==> config.mk <==
export PLATFORM = sky130hd
export DESIGN_NAME = ocf_fault_resp
export DESIGN_NICKNAME = d
export VERILOG_FILES = /design/src/design/ocf_pkg.sv /design/src/design/ocf_tmr_if.sv /design/src/design/ocf_timer.sv /design/src/design/ocf_fault_resp.sv
export SDC_FILE = /design/constraint.sdc
export NUM_CORES = 1
export LEC_CHECK = 0
export BUFFER_PORTS_ARGS = -buffer_cell sky130_fd_sc_hd__buf_2
export CAP_MARGIN = 20
export CORE_MARGIN = 1.5
export CORE_UTILIZATION = 55
export CTS_CLUSTER_DIAMETER = 40
export DETAILED_ROUTE_END_ITERATION = 10
export PLACE_DENSITY_LB_ADDON = 0.12
export SYNTH_ARGS = -nofsm -noshare
export SYNTH_HDL_FRONTEND = slang
export SYNTH_SLANG_ARGS = --single-unit
==> constraint.sdc <==
create_clock -name clk -period 6 [get_ports clk]
set_input_delay 0.3 -clock clk [delete_from_list [all_inputs] [get_ports clk]]
set_output_delay 0.3 -clock clk [all_outputs]
set_load 0.01 [all_outputs]
==> src/design/ocf_pkg.sv <==
package ocf_pkg;
    // ==========================================
    // Command codes and layouts
    localparam logic [7:0] OCF_CMD_LV_ACTION = 8'h49;
    localparam logic [7:0] OCF_CMD_WARN_THR = 8'h4a;
    localparam int OCF_BIT_NOT_IGNORED = 6;
    localparam int OCF_BIT_RETRY_HI = 5;
    localparam int OCF_BIT_RETRY_LO = 3;
    localparam int OCF_BIT_DELAY_HI = 2;
    localparam int OCF_WARN_MANT_W = 6;
    localparam logic [2:0] OCF_RETRY_LATCH = 3'h0;
    localparam logic [2:0] OCF_RETRY_HICCUP = 3'h7;
    // ==========================================
    // Reset values
    localparam logic [7:0] OCF_LV_ACTION_RST = 8'h40;
    localparam logic [5:0] OCF_WARN_MANT_RST = 6'h3f;
    // ==========================================
    // Timing
    localparam int OCF_CLK_MHZ = 100;
    localparam int OCF_DLY0_US = 2;
    localparam int OCF_DLY1_US = 16;
    localparam int OCF_DLY2_US = 64;
    localparam int OCF_DLY3_US = 256;
    localparam int OCF_HICCUP_MS = 52;
    localparam int OCF_DLY0_CYC = OCF_DLY0_US * OCF_CLK_MHZ;
    localparam int OCF_DLY1_CYC = OCF_DLY1_US * OCF_CLK_MHZ;
    localparam int OCF_DLY2_CYC = OCF_DLY2_US * OCF_CLK_MHZ;
    localparam int OCF_DLY3_CYC = OCF_DLY3_US * OCF_CLK_MHZ;
    localparam int OCF_HICCUP_CYC = OCF_HICCUP_MS * 1000 * OCF_CLK_MHZ;
    localparam int OCF_TMR_W = 24;
    // ==========================================
    // Fault state machine
    typedef enum logic [2:0]
    {
        OCF_ST_OFF = 3'h0,
        OCF_ST_RUN = 3'h1,
        OCF_ST_QUALIFY = 3'h2,
        OCF_ST_LATCHED = 3'h3,
        OCF_ST_HICCUP = 3'h4
    } ocf_state_t;
endpackage : ocf_pkg

==> src/design/ocf_tmr_if.sv <==
`timescale 1ns/1ns
interface ocf_tmr_if;
    import ocf_pkg::*;
    logic start;
    logic clear;
    logic [OCF_TMR_W-1:0] load;
    logic done;
    modport ctl (output start, output clear, output load, input done);
    modport tmr (input start, input clear, input load, output done);
endinterface : ocf_tmr_if

==> src/design/ocf_timer.sv <==
`timescale 1ns/1ns
module ocf_timer
    import ocf_pkg::*;
(
    // Clock and reset
    input wire logic clk,
    input wire logic arst_n,
    // Control
    ocf_tmr_if.tmr t
);
    logic [OCF_TMR_W-1:0] cnt_reg;
    logic run_reg;
    logic done_reg;

    // ==========================================
    // Down counter, done pulses once on expiry
    always_ff @(posedge clk or negedge arst_n)
    begin
        if (!arst_n)
        begin
            cnt_reg <= '0;
            run_reg <= 1'b0;
            done_reg <= 1'b0;
        end
        else
        begin
            done_reg <= 1'b0;
            if (t.clear)
            begin
                cnt_reg <= '0;
                run_reg <= 1'b0;
            end
            else if (t.start)
            begin
                cnt_reg <= t.load;
                run_reg <= 1'b1;
            end
            else if (run_reg)
            begin
                if (cnt_reg <= OCF_TMR_W'(1))
                begin
                    run_reg <= 1'b0;
                    done_reg <= 1'b1;
                end
                else
                begin
                    cnt_reg <= cnt_reg - OCF_TMR_W'(1);
                end
            end
        end
    end

    assign t.done = done_reg;
endmodule : ocf_timer

==> src/design/ocf_fault_resp.sv <==
`timescale 1ns/1ns
module ocf_fault_resp
    import ocf_pkg::*;
#(
    parameter int QUAL_CYC_64US = OCF_DLY2_CYC,
    parameter int QUAL_CYC_256US = OCF_DLY3_CYC,
    parameter int HICCUP_CYC = OCF_HICCUP_CYC
)
(
    // Clock and reset
    input wire logic clk,
    input wire logic arst_n,
    // Command port
    input wire logic cmd_rd,
    input wire logic cmd_wr,
    input wire logic [7:0] cmd_code,
    input wire logic [15:0] cmd_wdata,
    output logic cmd_ack,
    output logic cmd_nack,
    output logic [15:0] cmd_rdata,
    output logic invalid_data,
    // Mirror of undervoltage response
    input wire logic uv_resp_load,
    input wire logic [7:0] uv_resp_value,
    input wire logic nvm_restore,
    input wire logic nvm_retry_bit_in,
    output logic nvm_retry_bit,
    // Converter
    input wire logic conv_en,
    input wire logic in_current_limit,
    input wire logic uv_detected,
    input wire logic [5:0] avg_current,
    input wire logic clear_faults,
    output logic conv_run,
    // Status
    output logic sts_byte_oc_fault,
    output logic sts_word_iout,
    output logic sts_iout_overcurrent_undervolt_flag,
    output logic alert_n,
    output logic oc_warn
);
    ocf_tmr_if tif();
    ocf_state_t state_reg;
    logic [7:0] oc_lowvolt_fault_action_reg;
    logic [5:0] avg_current_warn_threshold_reg;
    logic fault_now;
    logic fault_set;
    logic lowvolt_fault_not_ignored;
    logic [2:0] lowvolt_retry_select;
    logic [1:0] lowvolt_qualify_delay;

    ocf_timer u_timer
    (
        .clk(clk),
        .arst_n(arst_n),
        .t(tif)
    );

    function automatic logic [OCF_TMR_W-1:0] qual_cycles(input logic [1:0] sel);
        case (sel)
            2'h0: qual_cycles = OCF_TMR_W'(OCF_DLY0_CYC);
            2'h1: qual_cycles = OCF_TMR_W'(OCF_DLY1_CYC);
            2'h2: qual_cycles = OCF_TMR_W'(QUAL_CYC_64US);
            default: qual_cycles = OCF_TMR_W'(QUAL_CYC_256US);
        endcase
    endfunction : qual_cycles

    function automatic logic retry_ok(input logic [2:0] r);
        retry_ok = (r == OCF_RETRY_LATCH) || (r == OCF_RETRY_HICCUP);
    endfunction : retry_ok

    assign fault_now = in_current_limit && uv_detected;
    assign lowvolt_fault_not_ignored = oc_lowvolt_fault_action_reg[OCF_BIT_NOT_IGNORED];
    assign lowvolt_retry_select = oc_lowvolt_fault_action_reg[OCF_BIT_RETRY_HI:OCF_BIT_RETRY_LO];
    assign lowvolt_qualify_delay = oc_lowvolt_fault_action_reg[OCF_BIT_DELAY_HI-1:0];

    // ==========================================
    // Mirrored action register
    always_ff @(posedge clk or negedge arst_n)
    begin
        if (!arst_n)
        begin
            oc_lowvolt_fault_action_reg <= OCF_LV_ACTION_RST;
        end
        else if (nvm_restore)
        begin
            oc_lowvolt_fault_action_reg[OCF_BIT_RETRY_HI:OCF_BIT_RETRY_LO] <=
                {3{nvm_retry_bit_in}};
        end
        else if (uv_resp_load && retry_ok(uv_resp_value[5:3]))
        begin
            oc_lowvolt_fault_action_reg <=
                {1'b0, uv_resp_value[6:3], 1'b0, uv_resp_value[1:0]};
        end
    end

    always_ff @(posedge clk or negedge arst_n)
    begin
        if (!arst_n)
        begin
            nvm_retry_bit <= OCF_LV_ACTION_RST[OCF_BIT_RETRY_HI];
        end
        else
        begin
            nvm_retry_bit <= oc_lowvolt_fault_action_reg[OCF_BIT_RETRY_HI];
        end
    end

    // ==========================================
    // Command port
    always_ff @(posedge clk or negedge arst_n)
    begin
        if (!arst_n)
        begin
            cmd_ack <= 1'b0;
            cmd_nack <= 1'b0;
            cmd_rdata <= 16'h0000;
            invalid_data <= 1'b0;
            avg_current_warn_threshold_reg <= OCF_WARN_MANT_RST;
        end
        else
        begin
            cmd_ack <= 1'b0;
            cmd_nack <= 1'b0;
            invalid_data <= 1'b0;
            if (uv_resp_load && !retry_ok(uv_resp_value[5:3]))
            begin
                invalid_data <= 1'b1;
            end
            if (cmd_rd)
            begin
                cmd_rdata <= 16'h0000;
                if (cmd_code == OCF_CMD_LV_ACTION)
                begin
                    cmd_ack <= 1'b1;
                    cmd_rdata <= {8'h00, oc_lowvolt_fault_action_reg};
                end
                else if (cmd_code == OCF_CMD_WARN_THR)
                begin
                    cmd_ack <= 1'b1;
                    cmd_rdata <= {10'h000, avg_current_warn_threshold_reg};
                end
                else
                begin
                    cmd_nack <= 1'b1;
                end
            end
            else if (cmd_wr)
            begin
                if (cmd_code == OCF_CMD_WARN_THR && cmd_wdata[15:6] == 10'h000)
                begin
                    cmd_ack <= 1'b1;
                    avg_current_warn_threshold_reg <= cmd_wdata[OCF_WARN_MANT_W-1:0];
                end
                else
                begin
                    cmd_nack <= 1'b1;
                    invalid_data <= 1'b1;
                end
            end
        end
    end

    // ==========================================
    // Fault sequencing
    always_comb
    begin
        tif.start = 1'b0;
        tif.clear = 1'b0;
        tif.load = qual_cycles(lowvolt_qualify_delay);
        fault_set = 1'b0;
        case (state_reg)
            OCF_ST_RUN:
            begin
                if (conv_en && fault_now && lowvolt_fault_not_ignored)
                begin
                    tif.start = 1'b1;
                end
            end
            OCF_ST_QUALIFY:
            begin
                if (!conv_en || !fault_now)
                begin
                    tif.clear = 1'b1;
                end
                else if (tif.done)
                begin
                    fault_set = 1'b1;
                    if (lowvolt_retry_select == OCF_RETRY_HICCUP)
                    begin
                        tif.start = 1'b1;
                        tif.load = OCF_TMR_W'(HICCUP_CYC);
                    end
                end
            end
            OCF_ST_HICCUP:
            begin
                tif.clear = !conv_en;
            end
            default:
            begin
                tif.clear = 1'b0;
            end
        endcase
    end

    always_ff @(posedge clk or negedge arst_n)
    begin
        if (!arst_n)
        begin
            state_reg <= OCF_ST_OFF;
            conv_run <= 1'b0;
        end
        else
        begin
            case (state_reg)
                OCF_ST_OFF:
                begin
                    if (conv_en)
                    begin
                        state_reg <= OCF_ST_RUN;
                        conv_run <= 1'b1;
                    end
                end
                OCF_ST_RUN:
                begin
                    if (!conv_en)
                    begin
                        state_reg <= OCF_ST_OFF;
                        conv_run <= 1'b0;
                    end
                    else if (tif.start)
                    begin
                        state_reg <= OCF_ST_QUALIFY;
                    end
                end
                OCF_ST_QUALIFY:
                begin
                    if (!conv_en)
                    begin
                        state_reg <= OCF_ST_OFF;
                        conv_run <= 1'b0;
                    end
                    else if (tif.clear)
                    begin
                        state_reg <= OCF_ST_RUN;
                    end
                    else if (fault_set)
                    begin
                        conv_run <= 1'b0;
                        state_reg <= (lowvolt_retry_select == OCF_RETRY_HICCUP) ? OCF_ST_HICCUP
                            : OCF_ST_LATCHED;
                    end
                end
                OCF_ST_LATCHED:
                begin
                    if (!conv_en)
                    begin
                        state_reg <= OCF_ST_OFF;
                    end
                end
                OCF_ST_HICCUP:
                begin
                    if (!conv_en)
                    begin
                        state_reg <= OCF_ST_OFF;
                    end
                    else if (tif.done)
                    begin
                        state_reg <= OCF_ST_RUN;
                        conv_run <= 1'b1;
                    end
                end
                default:
                begin
                    state_reg <= OCF_ST_OFF;
                    conv_run <= 1'b0;
                end
            endcase
        end
    end

    // ==========================================
    // Status flags and alert, set wins over clear
    always_ff @(posedge clk or negedge arst_n)
    begin
        if (!arst_n)
        begin
            sts_byte_oc_fault <= 1'b0;
            sts_word_iout <= 1'b0;
            sts_iout_overcurrent_undervolt_flag <= 1'b0;
            alert_n <= 1'b1;
        end
        else if (fault_set)
        begin
            sts_byte_oc_fault <= 1'b1;
            sts_word_iout <= 1'b1;
            sts_iout_overcurrent_undervolt_flag <= 1'b1;
            alert_n <= 1'b0;
        end
        else if (clear_faults)
        begin
            sts_byte_oc_fault <= 1'b0;
            sts_word_iout <= 1'b0;
            sts_iout_overcurrent_undervolt_flag <= 1'b0;
            alert_n <= 1'b1;
        end
    end

    // ==========================================
    // Average current warning
    always_ff @(posedge clk or negedge arst_n)
    begin
        if (!arst_n)
        begin
            oc_warn <= 1'b0;
        end
        else
        begin
            oc_warn <= (avg_current >= avg_current_warn_threshold_reg);
        end
    end
endmodule : ocf_fault_resp

### Word level (Yosys, flattened, before mapping)

Cells that the tools add are included.

| operators by class | value |
|---|---|
| $add $sub $neg | 1 |
| $lt $le $gt $ge | 2 |
| equal/unequal tests | 21 |
| mux-type cells | 68 |
| bitwise gates (word level) | 3 |
| reductions and logical operators | 23 |

Operators with widths:

| kind | number |
|---|---|
| 2-to-1 mux 24 bit | 8 |
| one-hot mux 15 bit (3 select lines) | 1 |
| 2-to-1 mux 1 bit | 41 |
| 2-to-1 mux 3 bit | 11 |
| less-or-equal comparator 24 x 1 -> 1 bit, second input constant | 1 |
| subtractor 24 x 1 -> 24 bit, second input constant | 1 |
| == test 8 x 7 -> 1 bit, second input constant | 2 |
| one-hot mux 3 bit (5 select lines) | 1 |
| 2-to-1 mux 6 bit | 2 |
| != test 3 bit, second input constant | 4 |
| zero test 10 bit | 1 |
| == test 3 bit, second input constant | 3 |
| != test 2 bit, second input constant | 4 |
| 2-to-1 mux 7 bit | 1 |
| AND reduction 7 bit | 1 |
| == test 3 x 2 -> 1 bit, second input constant | 2 |
| greater-or-equal comparator 6 bit | 1 |
| logical AND 1 bit | 6 |
| zero test 3 bit | 2 |
| one-hot mux 1 bit (5 select lines) | 1 |
| AND reduction 5 bit | 1 |
| != test 4 bit, second input constant | 1 |
| one-hot mux 1 bit (2 select lines) | 2 |
| AND reduction 2 bit | 2 |
| other kinds (12) | 18 |

| storage, ports and cells | value |
|---|---|
| register bits after elaboration | 65 |
| input bits | 49 |
| word-level logic and storage cells | 134 |

### Depth between registers and ports, before layout

| logic depth | value |
|---|---|
| word-level depth | 9 |
| depth in mapped cells | 8 |

### Modules after synthesis

Synthesis repeated with hierarchy kept, for this count alone.

| unflattened totals | value |
|---|---|
| cells, all modules | 375 |
| area, all modules | 3479.6 um2 |

By module, submodules not included:

| module | instances | cells an instance | area an instance (um2) |
|---|---|---|---|
| ocf_fault_resp | 1 | 182 | 1746.7 |
| ocf_timer | 1 | 193 | 1732.9 |

### Worst setup path after synthesis

No wires, ideal clock.

| timing path | value |
|---|---|
| kind | register -> register |
| from | register u_timer.cnt_reg[10] |
| to | register u_timer.cnt_reg[18] |
| arrival | 2.650 ns |
| data required time | 5.878 ns |
| slack | 3.229 ns |
| stages on the path, launching flop included | 8 |
| path buffers | 1 |
| period minus slack after synthesis | 2.771 ns |
| cells stage by stage | dfrtp_1 > or4_4 > or4_4 > buf_6 > o31ai_4 > nor2_2 > a221o_1 > a32o_1 |

| between the ends | value |
|---|---|
| word-level cells in the longest chain between the ends | 5 |
| elaborated cells between the ends (all ways) | 8 |
| those cells by class | 1 x add/sub; 1 x order compare; 1 x eq/ne; 4 x mux; 1 x reduce/logical |

RTL lines:

| element | line | RTL |
|---|---|---|
| from (decl) | ocf_timer.sv:11 | `logic [OCF_TMR_W-1:0] cnt_reg;` |
| from (signal assigned) | ocf_timer.sv:35 | `cnt_reg <= t.load;` |
| from (signal assigned) | ocf_timer.sv:47 | `cnt_reg <= cnt_reg - OCF_TMR_W'(1);` |
| subtractor 24 x 1 -> 24 bit | ocf_timer.sv:47 |  |
| 2-to-1 mux 24 bit | ocf_timer.sv:40 | `if (cnt_reg <= OCF_TMR_W'(1))` |
| 2-to-1 mux 24 bit | ocf_timer.sv:38 | `else if (run_reg)` |
| 2-to-1 mux 24 bit | ocf_timer.sv:33 | `else if (t.start)` |
| 2-to-1 mux 24 bit | ocf_timer.sv:28 | `if (t.clear)` |

Several ways; a longest one is shown, not always the timed one. The select of a mux whose other input is x is not followed.
A chain may end at the register's enable or synchronous reset.

### Final worst setup path

| timing path | value |
|---|---|
| from | register u_timer.cnt_reg[10] |
| to | register u_timer.cnt_reg[9] |

| between the ends | value |
|---|---|
| word-level cells in the longest chain between the ends | 3 |

RTL lines:

| element | line |
|---|---|
| less-or-equal comparator 24 x 1 -> 1 bit | ocf_timer.sv:40 |
| != test 3 bit (no source line) | -- |
| AND reduction 2 bit (no source line) | -- |

No other way between the ends.

==> flow_summary.yaml <==
critical_path:
  path_max_fanout: 14
  end_kind: "flip-flop"
  required_ns: 6.20
  crit_chain: "or4_4 -> or4_4 -> o31a_1 -> nor2_1 -> nor2_1 -> a32o_1"
  crit_arrival_ns: 3.28
  crit_slowest_cell: "or4_4"
  critical_path_class: "reg2reg"
  rrSetupSlack_ns: 2.93
  r2r_start: "u_timer.cnt_reg[10]"
  reg2regPathDepth: 6
  cp-start-kind: "flip-flop"
  r2r-end: "u_timer.cnt_reg[9]"
  slowest_delay_ns: 0.58
cts:
  cts_buffer_depth: 2
  cts-root-buf: "clkbuf_8"
  cts.sinks: 56
  clkTransAtPathRegs_ns: 0.10
  cts_resized: 0
  cts_tree: "done"
  insertion_delay_ns: 0.30
  cts_setup_buffers: 0
  htreeDepth: 2
  holdBufCountCts: 0
  numCtsBuffers: 5
sta:
  slew_headroom: 0.391
  worstMarginPinSlew_ns: 0.911
  setup_viol_count_final: 0
  max_freq_ghz: 0.325
  min_period_ns: 3.07
  finalSetupTns_ns: 0
  timing.final.max_slew_violations: 0
  worst_clock_skew_ns: 0.0105
  period_share: 0.512
  rsz0062_at_grt: "no"
  hold_violations: 0
pwr:
  p_per_area_mw_per_mm2: 307
  seqPwrFrac: 0.519
  netSwitchingFraction: 0.376
  p_switching_mw: 0.419
  ir_worst_vdd_mv: 0.164
  p_comb_frac: 0.292
  totalPowerFinal_mw: 1.11
  power.leakage_nw: 1.59
  p_clk_frac: 0.189
  p_int_mw: 0.695
synthesis:
  ys_top_cells_by_area: "dfrtp_1 (37%), dfstp_2 (6.5%), nor2_1 (4.8%)"
  yosys.area.top_type: "dfrtp_1"
  ys_seq_area_frac: 0.438
  yosys_warnings: 0
  yosysTopAreaCellShare: 0.373
  syn_avg_cell_area_sq_um: 9.05
  synthArstFlopShare: 1.00
  synthesis.area_sq_mm: 0.00322
  synth_top_flop_cell: "dfrtp_1"
  synth_cell_types: 57
  ys_ff_latch: 56
  synth_edf_count: 0
  synthesis.instances: 356
routing:
  first_pass_iters: 5
  vias: 2920
  routed_wl_um: 7550
  drcViolationCount: 0
  drtAntennaViolNets: 0
  vias_per_cell: 6.00
  wl_per_cell_um: 15.5
  drt-initial-drc-count: 341
floorplan:
  die_w_um: 79.5
  die_h_um: 79.5
  initial_core_util: 0.578
  die_area_sq_mm: 0.00632
  io_pins: 75
  core-area_sq_mm: 0.00557
  placementRows: 27
finish:
  fillers: 518
  final_cell_mix: "buf_2 (63), dfrtp_1 (48), nor2_1 (41)"
  layout-drive-gt1-share: 0.241
  final_util: 0.652
  largest_reg_flops: 24
  fin_nets: 471
  layout_commonest_cell: "buf_2"
  diodes: 0
  syn_to_final_growth_pct: 12.8
global_route:
  grt_antenna_before_repair: 0
  grt.total_usage: 0.257
  grt_pass1_wl_um: 12800
  grt_max_degree: 57
  grt_pass1_vias: 2737
  grt.overflow.total: 0
job:
  maxCapViolCount: 0
place:
  gp_congestion: 0.876
  dp_hpwl_um: 5510
  port_buffers: 63
status:
  status: "finished clean"
min_path:
  hold_path_class: "in2async"
[stage by stage]
stage,instances,hold slack (ns),cell area (sq um),worst slack (ns)
6_report,487,0.112,3630,2.93
5_1_grt,487,0.187,3630,2.84
4_1_cts,486,0.142,3630,2.99
3_5_place_dp,478,0.444,3540,2.99
3_3_place_gp,478,0.451,3540,2.99
2_1_floorplan,364,0.00441,3250,3.23
[power groups by stage]
stage	Sequential, mW	Clock [mW]	Combinational, mW
floorplan	0.547	0	0.252
global placement	0.576	0	0.312
detailed placement	0.581	0	0.323
CTS	0.574	0.215	0.324
global route	0.591	0.230	0.370
finish	0.578	0.211	0.325
[area by class of cell]
class                           count  area, sq um  share of cell area
Multi-Input combinational cell    269         1640               0.452
Timing Repair Buffer               66          338              0.0930
Inverter                           16         60.1              0.0165
Clock buffer                        8         90.1              0.0248
Tap cell                           72         90.1              0.0248
Sequential cell                    56         1410               0.388
[cell families after synthesis]
logic type / count (synthesis) / share of synthesized area
AO/OA/AOI/OAI: 87 / 0.179
adder cells (fa/ha/maj): 8 / 0.0311
other: 1 / 0.00116
AND/OR/NAND/NOR: 147 / 0.233
buffers and inverters: 39 / 0.0606
XOR/XNOR: 8 / 0.0218
flip-flops: 56 / 0.438
multiplexers: 10 / 0.0346
[worst max-delay path: cells and delay by family, from the launching register on]
kind / cells / cell delay (ns)
AND/OR/NAND/NOR: 4 / 1.76
AO/OA/AOI/OAI: 2 / 0.78
flip-flops: 1 / 0.44
[cell usage after synthesis, drive strengths merged, types with 2 or more instances]
cell / n
xor2: 3
o211ai: 2
or4: 6
and2: 2
nor2b: 3
nor4b: 2
nand2: 28
nand3: 13
clkbuf: 9
a22o: 2
a22oi: 5
nand4: 2
nor3: 15
nand2b: 6
o21a: 2
o21ai: 16
a32oi: 3
or3: 4
o31ai: 3
nand3b: 2
dfrtp: 48
and3: 3
nor3b: 4
a21oi: 25
mux2: 9
dfstp: 8
or2: 3
xnor2: 5
ha: 8
a31oi: 9
a32o: 3
inv: 16
nor4: 8
o22ai: 4
a211oi: 2
buf: 14
a21o: 3
a221o: 2
nor2: 42
[worst max-delay path by stage]
stage | slack, ns | from | endpoint | cells after the start
after global routing | 2.84 | u_timer.cnt_reg[10] | u_timer.cnt_reg[13] | 6
after detailed placement | 2.99 | u_timer.cnt_reg[10] | u_timer.cnt_reg[13] | 6
after floorplan | 3.23 | u_timer.cnt_reg[10] | u_timer.cnt_reg[18] | 7
after global placement | 2.99 | u_timer.cnt_reg[10] | u_timer.cnt_reg[13] | 6
final | 2.93 | u_timer.cnt_reg[10] | u_timer.cnt_reg[9] | 6
after CTS | 2.99 | u_timer.cnt_reg[10] | u_timer.cnt_reg[13] | 6
[per-layer routing]
layer,global-route usage,share of wire,up-vias
li1,-,-,1390
met1,0.355,0.44,1398
met2,0.419,0.48,120
met3,0.0491,0.063,12
met4,0.0579,0.013,0
met5,0,0,-
No activity file was read; power rests on OpenSTA's default activity.
